`src/idw_map.vh`:
```
// Constants for the identify words 69..87 block: word values, masks,
// register offsets and reset values. Definitions only.
`ifndef IDW_MAP_VH
`define IDW_MAP_VH

// ----------------------------------------------------------------------
// Identify word indices
// ----------------------------------------------------------------------
`define IDW_FIRST 8'd69
`define IDW_LAST 8'd87

// ----------------------------------------------------------------------
// Fixed word values
// ----------------------------------------------------------------------
`define IDW_W69 16'h4230
`define IDW_W75 16'h001f
`define IDW_W76 16'h950e
`define IDW_W77 16'h0040
`define IDW_W78 16'h0044
`define IDW_W80 16'h03f8
`define IDW_W81 16'h0028
`define IDW_W82 16'h746b
`define IDW_W83 16'h7d09
`define IDW_W84 16'h6163
`define IDW_W85 16'h7008
`define IDW_W86 16'hbc01
`define IDW_W87 16'h6162

// ----------------------------------------------------------------------
// Variable bit masks and defaults
// ----------------------------------------------------------------------
`define IDW_M79 16'h007e
`define IDW_D79 16'h0040
`define IDW_M85 16'h05e1
`define IDW_D85 16'h0461
`define IDW_M86 16'h0238
`define IDW_D86 16'h0008
`define IDW_M87 16'h181c
`define IDW_D87 16'h0000
`define IDW_SEC_BIT 1
`define IDW_SPD_DEF 3'h3

// ----------------------------------------------------------------------
// Register word offsets (address bits 7:2)
// ----------------------------------------------------------------------
`define IDW_A_EN79 6'h00
`define IDW_A_EN85 6'h01
`define IDW_A_EN86 6'h02
`define IDW_A_EN87 6'h03
`define IDW_A_LINK 6'h04
`define IDW_A_SEL 6'h05
`define IDW_A_DATA 6'h06
`define IDW_LOCK_BIT 4

`endif

```
`src/idw_words.v`:
```
// Identify data words 69..87: fixed capability bits plus live enable,
// link speed and locking state, readable by index and over Wishbone.
// Assumes the identify read logic and command firmware share clk_i.
//
// Operation
// - Word 69 bits 5 and 4 fixed at one.
// - Word 69 bit 9 one; bits 13..10, 8..6, 3..0 zero.
// - Words 70 to 74 read all zeros.
// - Word 75 bits 4..0 all ones, upper bits zero.
// - Word 76 sets bits 15, 12, 10, 8; clears 14, 13, 11, 9, 7..4, 0.
// - Word 76 bits 3, 2, 1 one for three link speeds.
// - Word 77 bits 3..1 live link speed code, default 011; bit 0 zero.
// - Word 77 bit 6 one; bits 5, 4, 15..7 zero.
// - Word 78 sets bits 6 and 2 only.
// - Word 79 bit 6 defaults one, bits 5..1 default zero, all live.
// - Word 80 sets bits 9..3, others zero.
// - Word 82 bit 1 one, zero while locking mode enabled.
// - Word 82 sets 14,13,12,10,6,5,3,0; clears 15,11,9,8,7,2.
// - Bit 4 of words 82 and 85 always zero.
// - Word 83 sets bits 13,12,11,10,8,3,0; other low bits zero.
// - Word 84 sets bits 14, 13, 8, 6, 5, 1, 0; the rest zero.
// - Word 85 live bits 10,6,5,0 default one; 8,7 default zero.
// - Word 85 bit 1 zero, one while locking mode enabled.
// - Word 86 bits 15,13..10,0 one; bits 9, 5 live, default zero.
// - Word 86 bit 3 live power management enable, default one.
// - Word 87 sets 13,8,6,5,1; bits 4,3,2 live, default zero.
`include "idw_map.vh"
`default_nettype none

module idw_words (
    // Clock and reset
    input wire clk_i,
    input wire rst_i,
    // Wishbone slave
    input wire wb_cyc_i,
    input wire wb_stb_i,
    input wire wb_we_i,
    input wire [7:0] wb_adr_i,
    input wire [3:0] wb_sel_i,
    input wire [31:0] wb_dat_i,
    output reg [31:0] wb_dat_o,
    output wire wb_ack_o,
    // Link negotiation result
    input wire link_upd_i,
    input wire [2:0] link_spd_i,
    // Identify read side
    input wire [7:0] id_index_i,
    output reg [15:0] id_data_o,
    output reg id_hit_o
);

    // ------------------------------------------------------------------
    // State
    // ------------------------------------------------------------------
    reg ack_r;
    reg [15:0] en79_r;
    reg [15:0] en85_r;
    reg [15:0] en86_r;
    reg [15:0] en87_r;
    reg [2:0] spd_r;
    reg lock_r;
    reg [7:0] sel_r;
    wire req;
    wire wr;
    wire [5:0] radr;
    reg [31:0] rd_nxt;

    // ------------------------------------------------------------------
    // Word composition
    // ------------------------------------------------------------------
    function [15:0] word_of;
        input [7:0] idx;
        begin
            case (idx)
                8'd69: word_of = `IDW_W69;
                8'd75: word_of = `IDW_W75;
                8'd76: word_of = `IDW_W76;
                8'd77: word_of = `IDW_W77 | {12'h000, spd_r, 1'b0};
                8'd78: word_of = `IDW_W78;
                8'd79: word_of = en79_r & `IDW_M79;
                8'd80: word_of = `IDW_W80;
                8'd81: word_of = `IDW_W81;
                // Security supported drops while locking owns the drive
                8'd82: word_of = `IDW_W82 & ~{14'h0000, lock_r, 1'b0};
                8'd83: word_of = `IDW_W83;
                8'd84: word_of = `IDW_W84;
                8'd85: word_of = `IDW_W85 | (en85_r & `IDW_M85)
                                 | {14'h0000, lock_r, 1'b0};
                8'd86: word_of = `IDW_W86 | (en86_r & `IDW_M86);
                8'd87: word_of = `IDW_W87 | (en87_r & `IDW_M87);
                default: word_of = 16'h0000;
            endcase
        end
    endfunction

    // ------------------------------------------------------------------
    // Identify output, one cycle after the index
    // ------------------------------------------------------------------
    always @(posedge clk_i) begin
        if (rst_i) begin
            id_data_o <= 16'h0000;
            id_hit_o <= 1'b0;
        end else begin
            id_data_o <= word_of(id_index_i);
            id_hit_o <= (id_index_i >= `IDW_FIRST) && (id_index_i <= `IDW_LAST);
        end
    end

    // ------------------------------------------------------------------
    // Wishbone slave
    // ------------------------------------------------------------------
    // Ack follows one cycle after the strobe; writes land on the ack edge
    assign req = wb_cyc_i & wb_stb_i;
    assign wr = req & wb_we_i & ack_r;
    assign wb_ack_o = ack_r;
    assign radr = wb_adr_i[7:2];

    function [15:0] lanes;
        input [15:0] old;
        input [15:0] msk;
        begin
            lanes = old;
            if (wb_sel_i[0]) begin
                lanes[7:0] = wb_dat_i[7:0];
            end
            if (wb_sel_i[1]) begin
                lanes[15:8] = wb_dat_i[15:8];
            end
            lanes = lanes & msk;
        end
    endfunction

    always @* begin
        case (radr)
            `IDW_A_EN79: rd_nxt = {16'h0000, en79_r};
            `IDW_A_EN85: rd_nxt = {16'h0000, en85_r};
            `IDW_A_EN86: rd_nxt = {16'h0000, en86_r};
            `IDW_A_EN87: rd_nxt = {16'h0000, en87_r};
            `IDW_A_LINK: rd_nxt = {27'h0000000, lock_r, 1'b0, spd_r};
            `IDW_A_SEL: rd_nxt = {24'h000000, sel_r};
            `IDW_A_DATA: rd_nxt = {16'h0000, word_of(sel_r)};
            default: rd_nxt = 32'h00000000;
        endcase
    end

    always @(posedge clk_i) begin
        if (rst_i) begin
            ack_r <= 1'b0;
            wb_dat_o <= 32'h00000000;
        end else begin
            ack_r <= req & ~ack_r;
            if (req & ~ack_r) begin
                wb_dat_o <= rd_nxt;
            end
        end
    end

    // ------------------------------------------------------------------
    // Live feature state
    // ------------------------------------------------------------------
    // A link result in the same cycle as a software write wins: it is
    // the fresher fact about the wire.
    always @(posedge clk_i) begin
        if (rst_i) begin
            en79_r <= `IDW_D79;
            en85_r <= `IDW_D85;
            en86_r <= `IDW_D86;
            en87_r <= `IDW_D87;
            spd_r <= `IDW_SPD_DEF;
            lock_r <= 1'b0;
            sel_r <= `IDW_FIRST;
        end else begin
            if (wr && radr == `IDW_A_EN79) begin
                en79_r <= lanes(en79_r, `IDW_M79);
            end
            if (wr && radr == `IDW_A_EN85) begin
                en85_r <= lanes(en85_r, `IDW_M85);
            end
            if (wr && radr == `IDW_A_EN86) begin
                en86_r <= lanes(en86_r, `IDW_M86);
            end
            if (wr && radr == `IDW_A_EN87) begin
                en87_r <= lanes(en87_r, `IDW_M87);
            end
            if (wr && radr == `IDW_A_SEL && wb_sel_i[0]) begin
                sel_r <= wb_dat_i[7:0];
            end
            if (wr && radr == `IDW_A_LINK && wb_sel_i[0]) begin
                lock_r <= wb_dat_i[`IDW_LOCK_BIT];
            end
            if (link_upd_i) begin
                spd_r <= link_spd_i;
            end else if (wr && radr == `IDW_A_LINK && wb_sel_i[0]) begin
                spd_r <= wb_dat_i[2:0];
            end
        end
    end

endmodule // idw_words
`default_nettype wire

```
`config.mk`:
```
export PLATFORM = sky130hd
export DESIGN_NAME = idw_words
export DESIGN_NICKNAME = d
export VERILOG_FILES = /design/src/idw_words.v
export VERILOG_INCLUDE_DIRS = /design/src
export SDC_FILE = /design/constraint.sdc
export NUM_CORES = 1
export LEC_CHECK = 0
export ABC_AREA = 0
export BUFFER_PORTS_ARGS = -buffer_cell sky130_fd_sc_hd__buf_2
export CAP_MARGIN = 20
export CORE_ASPECT_RATIO = 0.6
export CORE_MARGIN = 1.5
export CORE_UTILIZATION = 30
export DETAILED_ROUTE_END_ITERATION = 8
export GPL_TIMING_DRIVEN = 0
export HOLD_SLACK_MARGIN = 0.15
export SYNTH_ARGS = -nofsm -noshare
export SYNTH_HDL_FRONTEND = slang
export SYNTH_SLANG_ARGS = --single-unit
```
`constraint.sdc`:
```
create_clock -name clk_i -period 2.4 [get_ports clk_i]
set_clock_uncertainty 0.15 [all_clocks]
set_input_delay 0.24 -clock clk_i [delete_from_list [all_inputs] [get_ports clk_i]]
set_output_delay 0.24 -clock clk_i [all_outputs]
set_load 0.02 [all_outputs]
```
==> impl_metrics.tcl <==
set metrics [dict create \
    status "completed" \
    required_ns 2.44 \
    min_path_type "in -> reg" \
    hpwlAfterDp_um 13300 \
    yosysMostFrequentCell "dfxtp_1" \
    drc 0 \
    ys_warn_count 0 \
    layout_setup_ws_ns 0.0774 \
    ir_worst_vdd_uv 346 \
    diodes 0 \
    wl_per_cell_um 21.6 \
    vias 4716 \
    min_period_ns 2.32 \
    path_cells "clkbuf_1, inv_1, o21ai_0, a21oi_1, o41ai_1, a211oi_1" \
    drv_slew 0 \
    synth.avg_cell_area_um2 7.73 \
    rrSetupSlack_ns 0.08 \
    p_leak_nw 2.08 \
    min_to "en87_r[11]" \
    finalSetupViolations 0 \
    drive_gt1_share_pct 21.2 \
    grt_usage_pct 24.8 \
    crit_path_max_fanout 10 \
    drt_iter0_drc 513 \
    clock-sinks 67 \
    cp_slowest_cell "dfxtp_1" \
    nNetsFinal 708 \
    startpoint_type "flop" \
    cts_tree "done" \
    worstRegToRegCells 6 \
    die-area_um2 14300 \
    syn_inst 528 \
    synth_top_area_cell "dfxtp_1" \
    cts_buffers 9 \
    synth_edf_count 0 \
    hold_path_depth 5 \
    rsz0062_at_grt "no" \
    gp_congestion 0.978 \
    synthTopCellsByArea "dfxtp_1 33%, a21oi_1 7.1%, nand2_1 5.8%" \
    grt_max_degree 11 \
    ys_seq_area_share_pct 32.9 \
    clk_latency_ns 0.34 \
    start_util_pct 31.3 \
    syn2layout_area_growth_pct 28.4 \
    ys_types 71 \
    rows 32 \
    cts-root-buf "clkbuf_16" \
    relSlewSlack_pct 39.7 \
    fin_hold_ws_ns 0.172 \
    clockBufferDepth 2 \
    ant_nets 0 \
    cp_top_family "compound AO/OA/AOI/OAI gates" \
    via_per_inst 5.74 \
    power_density_nw_per_um2 523 \
    fillers 1374 \
    hold_start "wb_sel_i[1]" \
    path_clk_slew_ns 0.05 \
    power_mw 2.74 \
    synth_area_um2 4080 \
    maxCapViolations 0 \
    max_clock_freq_mhz 431 \
    async_flop_share_pct 0 \
    grt_pass1_wl_um 26200 \
    timing_worst_setup_path_type "reg -> reg" \
    grt_antenna_before_repair 0 \
    h-tree-depth 3 \
    die_w_um 154 \
    overflow 0 \
    timing.rr.end "wb_dat_o[1]" \
    synthTopCellsByCount "67 x dfxtp_1, 63 x nand2_1, 58 x a21oi_1, 46 x nand3_1, 34 x nor2_1" \
    end_kind "flop" \
    critPathMaxStageDelay_ns 0.45 \
    reg2reg_from "sel_r[0]" \
    firstDrtPassIters 6 \
    path_buf_inv 2 \
    wl_um 17700 \
    synth_top_area_share_pct 32.9 \
    core_um2 13100 \
    pre_cts_slack_ns -0.135 \
    io_pins 111 \
    portBuffers 70 \
    synth-seq-cells 67 \
    hold_violations 0 \
    cp.arrival_ns 2.36 \
    fin_util_pct 40.2 \
    die_h_um 93.4 \
    period_share_pct 96.8 \
    tightestPinTransition_ns 0.897 \
    ys.flop_type "dfxtp_1" \
    grt_pass1_vias 4376 \
]
-- flip-flops by register name, indices dropped and copies added (netlist names) --
| name | count |
|---|---|
| id_hit_o | 1 |
| wb_dat_o | 16 |
| sel_r | 8 |
| wb_ack_o | 1 |
| lock_r | 1 |
| id_data_o | 16 |
| spd_r | 3 |
| en86_r | 4 |
| en85_r | 6 |
| en79_r | 6 |
| en87_r | 5 |
-- how the worst max path moves through the flow --
stage,from,endpoint,slack [ns],cells after the start
2_1_floorplan,sel_r[6],wb_dat_o[11],0.49,5
3_3_place_gp,wb_ack_o,wb_dat_o[4],-0.12,5
3_5_place_dp,wb_adr_i[5],wb_dat_o[4],-0.13,6
4_1_cts,sel_r[1],wb_dat_o[6],0.005,7
5_1_grt,sel_r[1],wb_dat_o[1],0.004,6
6_report,sel_r[0],wb_dat_o[1],0.08,6
-- through the flow --
step                TNS, ns  std cells  area, µm²
global route              0        821       5240
detailed placement   -0.643        783       4700
finish                    0        821       5240
CTS                       0        817       5190
global placement     -0.349        783       4700
floorplan                 0        543       4140
-- per-layer routing --
layer / part of all wire [%] / vias to the layer above / routed length, µm / track usage [%]
met3: 13 / 28 / 2260 / 11.2
met4: 1.2 / 0 / 217 / 5.34
li1: - / 2166 / - / -
met5: 0 / - / 0 / 0
met1: 47 / 2261 / 8370 / 35.5
met2: 39 / 261 / 6850 / 33.3
-- worst min-delay path, delay by kind of cell --
kind | cells | cell delay (ns)
AND/OR/NAND/NOR | 2 | 0.17
buffers and inverters | 2 | 0.13
AO/OA/AOI/OAI | 1 | 0.05
-- cells in the final DEF (no fill, tap or decap), types with 4 or more instances in the layout --
cell / n
nor3b_1: 4
nor3_1: 15
inv_1: 9
nand2b_1: 10
o211ai_1: 4
nor2_1: 33
nor2b_1: 7
nand3_1: 46
a21o_1: 4
a22oi_1: 5
conb_1: 16
a222oi_1: 5
a211oi_1: 8
dfxtp_1: 67
o21ai_0: 18
a21oi_1: 58
mux2_2: 6
dlygate4sd3_1: 19
nand3b_1: 9
nand2_1: 63
and3_1: 4
mux2i_1: 10
a311oi_1: 4
nor4_1: 5
buf_4: 20
buf_2: 81
a22o_1: 4
clkbuf_16: 9
clkbuf_1: 24
a31oi_1: 7
a32oi_1: 6
-- layout make-up --
| cell class | instances | area, µm² | share of cell area (%) |
|---|---|---|---|
| Multi-Input combinational cell | 411 | 2490 | 47.4 |
| Clock inverter | 2 | 35.0 | 0.668 |
| Inverter | 10 | 37.5 | 0.716 |
| Tap cell | 170 | 213 | 4.06 |
| Timing Repair Buffer | 93 | 571 | 10.9 |
| Buffer | 55 | 299 | 5.70 |
| Sequential cell | 67 | 1340 | 25.6 |
| Clock buffer | 13 | 260 | 4.96 |
-- cell families after synthesis --
| group | share of synthesized area, % |
|---|---|
| compound gates | 26.5 |
| simple gates | 28.0 |
| mux | 4.11 |
| flops | 32.9 |
| other cells | 0.0919 |
| buf+inv | 8.15 |
| xor+xnor | 0.215 |
-- power breakdown --
group | switching [mW] | leakage (nW) | internal [mW] | total [mW]
clock network | 0.476 | 0.146 | 0.854 | 1.33
registers | 0.00572 | 0.541 | 1.12 | 1.12
logic | 0.180 | 1.39 | 0.108 | 0.288
total | 0.662 | 2.08 | 2.08 | 2.74
-- what timing repair did --
item,CTS,global route
resized for setup,1,6
endpoints found under the setup margin,7,12
hold buffers,19,0
pin swaps,0,2
setup buffers,0,4
endpoints found under the hold margin,34,0
Power figures use the tool's default switching activity.
